File: config.mk
export PLATFORM = sky130hd
export DESIGN_NAME = bst_tap
export DESIGN_NICKNAME = d
export VERILOG_FILES = /design/src/design/bst_pkg.sv /design/src/design/bst_sync.sv /design/src/design/bst_tap.sv
export SDC_FILE = /design/constraint.sdc
export NUM_CORES = 1
export LEC_CHECK = 0
export BUFFER_PORTS_ARGS = -buffer_cell sky130_fd_sc_hd__buf_2
export CAP_MARGIN = 20
export CORE_MARGIN = 2
export CORE_UTILIZATION = 49
export CTS_BUF_LIST = sky130_fd_sc_hd__clkbuf_16
export DETAILED_ROUTE_END_ITERATION = 6
export MAX_ROUTING_LAYER = met4
export PLACE_DENSITY = 0.68
export SLEW_MARGIN = 30
export SYNTH_ARGS = -nofsm -noshare
export SYNTH_HDL_FRONTEND = slang
export SYNTH_SLANG_ARGS = --single-unit
export TNS_END_PERCENT = 10
File: constraint.sdc
create_clock -name clk -period 5.2 [get_ports clk]
set_input_delay 0.52 -clock clk [delete_from_list [all_inputs] [get_ports clk]]
set_output_delay 0.52 -clock clk [all_outputs]
set_load 0.1 [all_outputs]
File: src/design/bst_pkg.sv
// Shared constants and types for the boundary scan test access port.
package bst_pkg;

	localparam int unsigned IR_W     = 3;         // Instruction register width
	localparam int unsigned ID_W     = 32;        // Identification register width
	localparam int unsigned BSR_W    = 129;       // Boundary register length
	localparam int unsigned RING_W   = BSR_W - 1; // I/O ring cells, bits 0 to 127
	localparam int unsigned INT_CELL = BSR_W - 1; // Internal cell index (bit 128)

	// Instruction codes
	localparam logic [IR_W-1:0] INS_EXT_TEST  = 3'h0; // Drive output cells to pins
	localparam logic [IR_W-1:0] INS_ID_READ   = 3'h1; // Identification register
	localparam logic [IR_W-1:0] INS_SAMPLE_Z  = 3'h2; // Sample with drivers off
	localparam logic [IR_W-1:0] INS_SAMPLE    = 3'h4; // Sample, pins untouched
	localparam logic [IR_W-1:0] INS_BYPASS    = 3'h7; // One-bit bypass

	// Reset and capture values
	localparam logic [IR_W-1:0] IR_RESET_VAL  = INS_ID_READ; // Instruction after reset
	localparam logic            BYP_CAPTURE   = 1'b0;        // Bypass capture value
	localparam logic            INT_CELL_CAP  = 1'b1;        // Internal cell capture value

	// Identification code; value is arbitrary, bit 0 must stay one
	localparam logic [ID_W-1:0] ID_DEFAULT    = 32'h0A5C_3E01;

	// Controller states
	typedef enum logic [3:0] {
		ST_RESET     = 4'h0,
		ST_IDLE      = 4'h1,
		ST_SEL_DR    = 4'h2,
		ST_CAP_DR    = 4'h3,
		ST_SHIFT_DR  = 4'h4,
		ST_EXIT1_DR  = 4'h5,
		ST_PAUSE_DR  = 4'h6,
		ST_EXIT2_DR  = 4'h7,
		ST_UPD_DR    = 4'h8,
		ST_SEL_IR    = 4'h9,
		ST_CAP_IR    = 4'hA,
		ST_SHIFT_IR  = 4'hB,
		ST_EXIT1_IR  = 4'hC,
		ST_PAUSE_IR  = 4'hD,
		ST_EXIT2_IR  = 4'hE,
		ST_UPD_IR    = 4'hF
	} bst_state_t;

endpackage

File: src/design/bst_sync.sv
// Two-stage synchroniser for inputs from outside the clock domain.
`timescale 1ns/1ps
module bst_sync #(
	parameter int unsigned W = 1                // Number of bits
) (
	input  wire logic         clk,              // System clock
	input  wire logic         arst_n,           // Asynchronous reset, active low
	input  wire logic [W-1:0] d,                // Asynchronous input
	output logic      [W-1:0] q                 // Synchronised output
);

	typedef struct packed {
		logic [W-1:0] meta;                     // First stage, read by second only
		logic [W-1:0] stab;                     // Second stage
	} bst_sync_st_t;

	bst_sync_st_t st_ff;                        // Registered state
	bst_sync_st_t nxt_st;                       // Next state

	// Elaboration stops on a width the stages cannot hold
	if (W < 1)
	begin
		$error("bst_sync: width must be at least one");
	end

	// Shift the input through both stages
	always_comb
	begin
		nxt_st      = st_ff;
		nxt_st.meta = d;
		nxt_st.stab = st_ff.meta;
	end

	// State register
	always_ff @(posedge clk or negedge arst_n)
	begin
		if (!arst_n)
			st_ff <= '0;
		else
			st_ff <= nxt_st;
	end

	assign q = st_ff.stab;

endmodule

File: src/design/bst_tap.sv
// Boundary scan test access port: controller, instruction and data registers.
`timescale 1ns/1ps
// Function
// - Sample mode-select and data on test-clock rise
// - Update serial output on test-clock fall
// - Memory untouched except external-test and sample-Z
// - Sixteen-state controller stepped by mode-select
// - Power-up or five ones reach reset state
// - Serial input taken only in shift states
// - Output driver enabled only in shift states
// - Shift on rise, present bit on fall
// - Instruction loads identify code on reset, capture
// - Shifted instruction takes effect at update
// - External test captures, shifts, drives output cells
// - Identify instruction captures and shifts fixed code
// - Sample-Z like external test, drivers off
// - Termination disabled under external-test or sample-Z
// - Bypass captures zero, shifts one bit
// - Sample leaves pins; reserved codes act bypass
// - Identify register 32 bits, bit0 one
// - Boundary 129 bits, internal cell gates drivers
module bst_tap
	import bst_pkg::*;
#(
	parameter logic [bst_pkg::ID_W-1:0] ID_VALUE = bst_pkg::ID_DEFAULT // Identification code
) (
	input  wire logic                        clk,         // System clock, 50 MHz
	input  wire logic                        arst_n,      // Asynchronous reset, active low
	input  wire logic                        tck,         // Test clock pin
	input  wire logic                        tms,         // Mode-select pin
	input  wire logic                        tdi,         // Serial data in pin
	output logic                             tdo,         // Serial data out
	output logic                             tdo_oe,      // Serial out driver enable
	input  wire logic [bst_pkg::RING_W-1:0]  ring_in,     // I/O ring levels to capture
	output logic      [bst_pkg::RING_W-1:0]  ring_out,    // Output cell values for pins
	output logic                             pins_takeover, // Test logic owns pins
	output logic                             q_drive_en,  // Read-data drivers enabled
	output logic                             on_die_termination_dis // Termination off
);

	import bst_pkg::*;

	typedef struct packed {
		bst_state_t        state;               // Controller state
		logic              tck_prev;            // Test clock at previous sample
		logic [IR_W-1:0]   ir_sh;               // Instruction shift stage
		logic [IR_W-1:0]   ir_cur;              // Instruction in effect
		logic [ID_W-1:0]   id_sh;               // Identification register
		logic              byp;                 // Bypass register
		logic [BSR_W-1:0]  bsr_sh;              // Boundary shift stage
		logic [BSR_W-1:0]  bsr_upd;             // Boundary update stage
		logic              tdo;                 // Serial output bit
		logic              tdo_oe;              // Serial output enable
		logic [2:0]        ones_cnt;            // Run of mode-select ones, saturating
	} bst_tap_st_t;

	bst_tap_st_t st_ff;                         // Registered state
	bst_tap_st_t nxt_st;                        // Next state

	logic [2:0]        pin_s;                   // Synchronised tck, tms, tdi
	logic [RING_W-1:0] ring_s;                  // Synchronised ring levels
	logic              tck_s;                   // Synchronised test clock
	logic              tms_s;                   // Synchronised mode-select
	logic              tdi_s;                   // Synchronised serial input
	logic              tck_rise;                // Rising test-clock edge seen
	logic              tck_fall;                // Falling test-clock edge seen
	logic              sel_bsr;                 // Boundary register selected
	logic              sel_id;                  // Identification register selected
	logic              ser_bit;                 // Bit to present at next fall
	logic              ext_test;                // External test in effect
	logic              samp_z;                  // Sample-Z in effect

	// Elaboration stops if the code would break the start bit
	if (ID_VALUE[0] != 1'b1)
	begin
		$error("bst_tap: identification code bit 0 must be one");
	end

	// All three pins pass the same two stages, so they stay aligned to each other
	bst_sync #(.W(3)) u_pin_sync (
		.clk    (clk),
		.arst_n (arst_n),
		.d      ({tck, tms, tdi}),
		.q      (pin_s)
	);

	// Ring levels come from other domains; captured only at a test-clock edge
	bst_sync #(.W(RING_W)) u_ring_sync (
		.clk    (clk),
		.arst_n (arst_n),
		.d      (ring_in),
		.q      (ring_s)
	);

	assign tck_s    = pin_s[2];
	assign tms_s    = pin_s[1];
	assign tdi_s    = pin_s[0];
	assign tck_rise = tck_s & ~st_ff.tck_prev;
	assign tck_fall = ~tck_s & st_ff.tck_prev;

	// Data register selection; reserved codes fall back to bypass
	assign sel_bsr = (st_ff.ir_cur == INS_EXT_TEST) || (st_ff.ir_cur == INS_SAMPLE_Z)
		|| (st_ff.ir_cur == INS_SAMPLE);
	assign sel_id  = (st_ff.ir_cur == INS_ID_READ);

	// Next-state and register logic
	always_comb
	begin
		nxt_st          = st_ff;
		nxt_st.tck_prev = tck_s;
		ser_bit         = st_ff.byp;
		// Bit presented at the fall is the low end of the path in use
		if (st_ff.state == ST_SHIFT_IR)
			ser_bit = st_ff.ir_sh[0];
		else if (sel_bsr)
			ser_bit = st_ff.bsr_sh[0];
		else if (sel_id)
			ser_bit = st_ff.id_sh[0];
		if (tck_rise)
		begin
			// Run of ones watched by the reset check; saturates to avoid wrapping
			if (!tms_s)
				nxt_st.ones_cnt = 3'h0;
			else if (st_ff.ones_cnt != 3'h7)
				nxt_st.ones_cnt = st_ff.ones_cnt + 3'h1;
			// Register actions for the state being left
			case (st_ff.state)
				ST_RESET:
				begin
					nxt_st.ir_sh  = IR_RESET_VAL;
					nxt_st.ir_cur = IR_RESET_VAL;
				end
				ST_CAP_IR:
					nxt_st.ir_sh = IR_RESET_VAL;
				ST_SHIFT_IR:
					nxt_st.ir_sh = {tdi_s, st_ff.ir_sh[IR_W-1:1]};
				ST_UPD_IR:
					nxt_st.ir_cur = st_ff.ir_sh;
				ST_CAP_DR:
				begin
					if (sel_bsr)
						nxt_st.bsr_sh = {INT_CELL_CAP, ring_s};
					else if (sel_id)
						nxt_st.id_sh = ID_VALUE;
					else
						nxt_st.byp = BYP_CAPTURE;
				end
				ST_SHIFT_DR:
				begin
					// Serial input enters at the top and leaves at bit 0
					if (sel_bsr)
						nxt_st.bsr_sh = {tdi_s, st_ff.bsr_sh[BSR_W-1:1]};
					else if (sel_id)
						nxt_st.id_sh = {tdi_s, st_ff.id_sh[ID_W-1:1]};
					else
						nxt_st.byp = tdi_s;
				end
				ST_UPD_DR:
				begin
					// Only boundary instructions move the update stage
					if (sel_bsr)
						nxt_st.bsr_upd = st_ff.bsr_sh;
				end
				default:
					nxt_st.byp = st_ff.byp; // No register action
			endcase
			// Controller transitions chosen by mode-select
			case (st_ff.state)
				ST_RESET:    nxt_st.state = tms_s ? ST_RESET : ST_IDLE;
				ST_IDLE:     nxt_st.state = tms_s ? ST_SEL_DR : ST_IDLE;
				ST_SEL_DR:   nxt_st.state = tms_s ? ST_SEL_IR : ST_CAP_DR;
				ST_CAP_DR:   nxt_st.state = tms_s ? ST_EXIT1_DR : ST_SHIFT_DR;
				ST_SHIFT_DR: nxt_st.state = tms_s ? ST_EXIT1_DR : ST_SHIFT_DR;
				ST_EXIT1_DR: nxt_st.state = tms_s ? ST_UPD_DR : ST_PAUSE_DR;
				ST_PAUSE_DR: nxt_st.state = tms_s ? ST_EXIT2_DR : ST_PAUSE_DR;
				ST_EXIT2_DR: nxt_st.state = tms_s ? ST_UPD_DR : ST_SHIFT_DR;
				ST_UPD_DR:   nxt_st.state = tms_s ? ST_SEL_DR : ST_IDLE;
				ST_SEL_IR:   nxt_st.state = tms_s ? ST_RESET : ST_CAP_IR;
				ST_CAP_IR:   nxt_st.state = tms_s ? ST_EXIT1_IR : ST_SHIFT_IR;
				ST_SHIFT_IR: nxt_st.state = tms_s ? ST_EXIT1_IR : ST_SHIFT_IR;
				ST_EXIT1_IR: nxt_st.state = tms_s ? ST_UPD_IR : ST_PAUSE_IR;
				ST_PAUSE_IR: nxt_st.state = tms_s ? ST_EXIT2_IR : ST_PAUSE_IR;
				ST_EXIT2_IR: nxt_st.state = tms_s ? ST_UPD_IR : ST_SHIFT_IR;
				ST_UPD_IR:   nxt_st.state = tms_s ? ST_SEL_DR : ST_IDLE;
				default:     nxt_st.state = ST_RESET; // Unused codes recover
			endcase
		end
		// Output side changes only at the fall, half a test clock after the shift
		if (tck_fall)
		begin
			nxt_st.tdo_oe = (st_ff.state == ST_SHIFT_IR) || (st_ff.state == ST_SHIFT_DR);
			nxt_st.tdo    = ser_bit;
		end
	end

	// State register; power-up lands in the reset state
	always_ff @(posedge clk or negedge arst_n)
	begin
		if (!arst_n)
		begin
			st_ff         <= '0;
			st_ff.state   <= ST_RESET;
			st_ff.ir_sh   <= IR_RESET_VAL;
			st_ff.ir_cur  <= IR_RESET_VAL;
		end
		else
			st_ff <= nxt_st;
	end

	// Pin-facing outputs; other instructions leave memory pins alone
	assign ext_test               = (st_ff.ir_cur == INS_EXT_TEST);
	assign samp_z                 = (st_ff.ir_cur == INS_SAMPLE_Z);
	assign tdo                    = st_ff.tdo;
	assign tdo_oe                 = st_ff.tdo_oe;
	assign ring_out               = st_ff.bsr_upd[RING_W-1:0];
	assign pins_takeover          = ext_test | samp_z;
	assign q_drive_en             = samp_z ? 1'b0 :
		(ext_test ? st_ff.bsr_upd[INT_CELL] : 1'b1);
	assign on_die_termination_dis = ext_test | samp_z;

	a_five_ones_reset: assert property (@(posedge clk) disable iff (!arst_n)
		(st_ff.ones_cnt >= 3'h5) |-> (st_ff.state == ST_RESET))
		else $error("five mode-select ones did not reach reset");

	a_oe_shift_only: assert property (@(posedge clk) disable iff (!arst_n)
		tck_fall |=> (tdo_oe == ($past(st_ff.state) == ST_SHIFT_IR
			|| $past(st_ff.state) == ST_SHIFT_DR)))
		else $error("serial output enable wrong after fall");

	a_tdo_fall_only: assert property (@(posedge clk) disable iff (!arst_n)
		!tck_fall |=> $stable(tdo) && $stable(tdo_oe))
		else $error("serial output changed without a fall");

	a_ir_reset_id: assert property (@(posedge clk) disable iff (!arst_n)
		(st_ff.state == ST_RESET) && tck_rise |=> (st_ff.ir_cur == INS_ID_READ))
		else $error("instruction not identify after reset state");

	a_ir_upd_only: assert property (@(posedge clk) disable iff (!arst_n)
		tck_rise && (st_ff.state != ST_UPD_IR) && (st_ff.state != ST_RESET)
		|=> $stable(st_ff.ir_cur))
		else $error("instruction changed outside update");

	a_id_capture: assert property (@(posedge clk) disable iff (!arst_n)
		tck_rise && (st_ff.state == ST_CAP_DR) && sel_id |=> (st_ff.id_sh == ID_VALUE))
		else $error("identification code not captured");

	a_bypass_zero: assert property (@(posedge clk) disable iff (!arst_n)
		tck_rise && (st_ff.state == ST_CAP_DR) && (st_ff.ir_cur == INS_BYPASS)
		|=> (st_ff.byp == 1'b0))
		else $error("bypass did not capture zero");

	a_int_cell_one: assert property (@(posedge clk) disable iff (!arst_n)
		tck_rise && (st_ff.state == ST_CAP_DR) && sel_bsr |=> st_ff.bsr_sh[INT_CELL])
		else $error("internal cell did not capture one");

	a_upd_dr_only: assert property (@(posedge clk) disable iff (!arst_n)
		tck_rise && (st_ff.state != ST_UPD_DR) |=> $stable(ring_out))
		else $error("output cells changed outside update");

	a_sample_z_off: assert property (@(posedge clk) disable iff (!arst_n)
		(st_ff.ir_cur == INS_SAMPLE_Z) |-> !q_drive_en && on_die_termination_dis)
		else $error("sample-Z left drivers or termination on");

	a_odt_rise_upd: assert property (@(posedge clk) disable iff (!arst_n)
		$rose(on_die_termination_dis) |-> ($past(st_ff.state) == ST_UPD_IR))
		else $error("termination disabled outside instruction update");

endmodule

# Word level (Yosys, flattened, before mapping)

Index checks and enable logic that the tools add are counted.
Widths: inputs -> output; s select.

Multiplexer cells: 31
Equal/unequal tests: 26
Bitwise gates (word level): 5
Reductions and logical operators: 18

Operator list:

| kind               | count |
|---|---|
| $mux 129           | 2 |
| $pmux 129 s2       | 1 |
| $mux 33            | 2 |
| $mux 32            | 2 |
| $pmux 32 s2        | 1 |
| $pmux 4 s12        | 1 |
| $eq 4x4->1 const B | 8 |
| $eq 4x3->1 const B | 4 |
| $mux 4             | 4 |
| $ne 2x2->1 const B | 8 |
| $pmux 3 s2         | 2 |
| $reduce_and 6->1   | 2 |
| $mux 1             | 10 |
| $eq 4x2->1 const B | 2 |
| $mux 2             | 3 |
| $mux 3             | 2 |
| $reduce_bool 2->1  | 3 |
| $reduce_or 2->1    | 3 |
| $eq 4x1->1 const B | 1 |
| $logic_not 4->1    | 1 |
| $reduce_and 2->1   | 2 |
| $reduce_and 4->1   | 1 |
| $eq 3x1->1 const B | 1 |
| $eq 3x2->1 const B | 1 |
| other kinds (9)    | 13 |

Flip-flop bits (word level): 566
Word-level logic and storage cells: 94
Output and inout port bits: 133

# Longest topological paths before layout

Depth in word-level cells: 5
Depth in mapped cells: 8
Gate-level depth less buffers: 4

# Cells and area by module

A second synthesis with hierarchy kept.

Cell total of the unflattened synthesis: 1470
Area total of the unflattened synthesis: 20519.7 µm²

By module, submodules not included:

| module                  | cells an instance | seq. area each (µm²) | instances | area each (µm²) |
|---|---|---|---|---|
| bst_tap                 | 1208              | 7609.8               | 1         | 13963.4 |
| bst_sync at u_ring_sync | 256               | 6406.1               | 1         | 6406.1 |
| bst_sync at u_pin_sync  | 6                 | 150.1                | 1         | 150.1 |

# Worst setup path after synthesis

No wires, ideal clock.

Path type: register to output
Start: register st_ff[298] (netlist bit)
End: output q_drive_en
Data arrival time: 3567 ps
Slack: 1113 ps
Cell stages (with the launch flop): 3
Data required time: 4680 ps
Path buffers: 0
Cells stage by stage: dfrtp_1 > nor2_1 > o21ai_0

Longest elaborated chain between the ends: 3
Elaborated cells between the ends (all ways): 4
Those cells by class: 1 x eq/ne; 2 x mux; 1 x reduce/logical

RTL lines:

| what                     | RTL line       | source |
|---|---|---|
| start: declaration       | bst_tap.sv:57  | `bst_tap_st_t st_ff;` |
| start signal: assignment | bst_tap.sv:207 | `st_ff <= nxt_st;` |
| $logic_not 3->1          | bst_tap.sv:211 | `assign ext_test = (st_ff.ir_cur == INS_EXT_TEST);` |
| $mux 1                   | bst_tap.sv:218 | `(ext_test ? st_ff.bsr_upd[INT_CELL] : 1'b1);` |
| $mux 1 *                 | bst_tap.sv:217 | `assign q_drive_en = samp_z ? 1'b0 :` |
| end: declaration         | bst_tap.sv:37  | `output logic q_drive_en,` |

Mark *: on every way between the ends. The rest lies on a longest branch, timed or not.

# Worst setup path after layout

Start: register st_ff[306] (netlist bit)
End: register st_ff[168] (netlist bit)

Longest elaborated chain between the ends: 3
Elaborated cells between the ends (all ways): 7
Those cells by class: 4 x eq/ne; 1 x mux; 2 x reduce/logical

RTL lines:

| what                                                                    | RTL line       | source |
|---|---|---|
| $eq 4x2->1 / $eq 4x3->1 (equally long branches)                         | bst_tap.sv:127 | `case (st_ff.state)` |
| $ne 2x2->1 (no source line) / $reduce_bool 2->1 (equally long branches) | n/a            |  |
| $reduce_and 4->1 (no source line)                                       | n/a            |  |

Several ways; a longest one is shown, not always the timed one.
A chain may end at the register's enable or synchronous reset.

==> impl_metrics.yaml <==
sta:
  hold_viol_final: 0
  min_period_ns: 2.450
  finalSetupTns_ns: 0
  slew_headroom_pct: 42.72
  setup_viol: 0
  hold_ws_ns: 0.04015
  fmax_mhz: 408.2
  drv_slew: 0
  finClkSkew_ns: 0.01397
  grt_setup_unrepaired: "false"
  worst_slew_pin_slew_ns: 0.8593
  min_period_over_period_pct: 47.11
synthesis:
  syn-cell-area_mm2: 0.02062
  yosys.area_share.adder_pct: 0
  synthArstFlopShare_pct: 100.0
  synth_simple_gate_area_share_pct: 4.496
  ys_seq_elements: 566
  synth_edf_count: 0
  synth_nets: 1596
  synth_xor_area_share_pct: 0
  synth-main-ff-cell: "dfrtp_1"
  ys_warn_count: 0
  synthCells: 1463
  yosysSeqAreaShare_pct: 68.69
  synth_compound_area_share_pct: 4.132
  synth_top_family_by_area: "multiplexers"
  ys_types: 40
  syn_area_per_cell_um2: 14.10
  muxShareOfSynthArea_pct: 14.91
clock_tree:
  clk_latency_ns: 0.59
  cts_setup_buffers: 0
  root_buffer: "clkbuf_16"
  cts_tree: "done"
  clkTransAtPathRegs_ns: 0.06
  cts_sinks: 566
  cts.path.max_buffers: 3
  cts_max_level: 2
  cts_inserted_buffers: 56
detailed_routing:
  wl_um: 36320
  via_per_inst: 4.877
  dr.pass1.iters: 6
  drc: 0
  drtIter0Drc: 697
  ant_nets: 0
  dr_total_vias: 10745
  post_drt_wl_per_cell_um: 16.49
floorplan:
  rows: 75
  io_pins: 266
  coreArea_mm2: 0.04176
  die-area_mm2: 0.04375
  start_util_pct: 49.39
  die_w_um: 209.2
  die_y_um: 209.2
global_route:
  grt_pass1_vias: 11232
  grt_pass1_wl_um: 60160
  grt_usage_pct: 17.80
  overflow: 0
  antenna_found_initial: 6
  grt_max_degree: 144
pwr:
  power.density_mw_per_mm2: 469.2
  leakage_nw: 11.63
  vdd_drop_max_uv: 257.6
job:
  max_cap_viol_count: 0
critical_path:
  crit_path_max_fanout: 39
  path_class: "reg2reg"
  cp-start-kind: "flop"
  cp_data_arrival_time_ns: 2.88
  worstSetupEndpointType: "flop"
  required_ns: 5.63
  r2r_slack_ns: 2.75
place:
  dp_hpwl_um: 22620
  portBuffers: 265
  globalplace.congestion: 0.7700
cells_and_area:
  utilization_pct: 56.00
  drive_gt1_share_pct: 23.82
  nets: 1749
  area_delta_synth_final_pct: 13.39
status:
  status: "finished clean"
hold_path:
  hold_class: "in2reg"
## power by group
group / internal, W / switching, W / total (W)
Combinational: 0.000616 / 0.00100 / 0.00162
Clock: 0.00238 / 0.00163 / 0.00400
Sequential: 0.00494 / 0.000406 / 0.00535
Total: 0.00793 / 0.00304 / 0.0110
## per-layer routing
metal  GRT usage [%]  vias up  wire length [um]
met5               -        -                 0
met4           7.611        0              1280
met3           3.637       77              1688
met2           27.26      225             17330
met1           23.28     5374             16030
li1                -     5069                 -
## sequential cells by signal, indices dropped and copies added (netlist names)
| name | count |
|---|---|
| ring_out | 128 |
| tdo_oe | 1 |
| u_pin_sync.q | 3 |
| u_ring_sync.q | 128 |
| u_ring_sync.nxt_st | 128 |
| st_ff | 174 |
| tdo | 1 |
| u_pin_sync.nxt_st | 3 |
## worst max-delay path, cell delays in order (launching register included)
cell and delay (ns):
dfrtp_1 0.59, nor3_4 0.29, and2_4 0.37, buf_4 0.60
mux2i_1 0.29, o21ai_1 0.09
## worst paths after layout
kind                       cells past startpoint                             from                               end
min in group asynchronous                      2                           arst_n          ring_out[19]$_DFFE_PN0P_
setup / recovery                               5           st_ff[306]$_DFFE_PN0P_            st_ff[168]$_DFFE_PN0P_
setup reg to reg                               5           st_ff[306]$_DFFE_PN0P_            st_ff[168]$_DFFE_PN0P_
hold reg to reg                                0  u_ring_sync.nxt_st[5]$_DFF_PN0_        u_ring_sync.q[5]$_DFF_PN0_
hold / removal                                 1                      ring_in[98]  u_ring_sync.nxt_st[98]$_DFF_PN0_
max in group asynchronous                      4                           arst_n            st_ff[203]$_DFFE_PN0P_
## synthesized netlist by cell type (all sizes together) (2+ instances only)
| cell | count | share of area (%) |
|---|---|---|
| mux2 | 137 | 7.5 |
| a21oi | 10 | 0.24 |
| nor3b | 2 | 0.13 |
| nor3 | 3 | 0.13 |
| nand4b | 2 | 0.085 |
| nand2 | 169 | 3.1 |
| buf | 183 | 6.9 |
| and3 | 2 | 0.061 |
| o22ai | 3 | 0.091 |
| a31oi | 4 | 0.12 |
| inv | 28 | 0.51 |
| dfrtp | 564 | 68 |
| dfstp | 2 | 0.25 |
| o21ai | 139 | 3.4 |
| nand3 | 3 | 0.13 |
| mux2i | 153 | 7.4 |
| nor2b | 6 | 0.18 |
| nand4 | 2 | 0.061 |
| nor2 | 14 | 0.25 |
| a22o | 2 | 0.085 |
| nand2b | 6 | 0.18 |
| clkbuf | 18 | 0.33 |
## layout by cell type (no fill, tap or decap), types with 2 or more instances in the layout
cell type        n
a21oi_1         10
a22o_1           2
a31oi_1          4
and3_1           2
buf_12           7
buf_2          264
buf_4            4
bufinv_16        8
clkbuf_16       57
clkinv_1         9
clkinv_2        12
clkinvlp_4       3
dfrtp_1        564
dfstp_2          2
diode_2          6
dlygate4sd3_1   18
inv_1           37
mux2_1         111
mux2_2          26
mux2i_1        153
nand2_1        169
nand2b_1         6
nand3_1          2
nand4_1          2
nand4b_1         2
nor2_1          14
nor2b_1          6
nor3_1           2
o21ai_0          7
o21ai_1        132
o22ai_1          3
## stage by stage
stage	worst slack [ns]	cells	cell area (um2)	power, W
after detailed placement	2.744	2078	21330	0.007061
after floorplan	1.113	1463	20620	0.006655
after CTS	2.743	2192	23300	0.01113
after global routing	2.548	2203	23380	0.01156
after global placement	2.851	2078	21320	0.006980
final	2.750	2203	23380	0.01097
## cells by family after synthesis
group                  count (synthesis)
AOI/OAI and AO/OA                    163
buffers and inverters                229
DFF                                  566
muxes                                290
and+or+nand+nor                      215
## area by class of cell
class                   count  area (um2)
fillers                  3370       18370
inverters                  28       105.1
well taps                 539       674.4
multi-input cells         668        4865
flip-flops and latches    566       14170
clock buffers              57        1426
clock inverters            43       407.9
diodes                      6       15.01
repair buffers            296        1725
## repair_timing
action,in CTS,in global routing
endpoints found under the hold margin,14,77
gates resized for setup,0,0
hold buffers,14,4
Power figures use the tool's default switching activity.
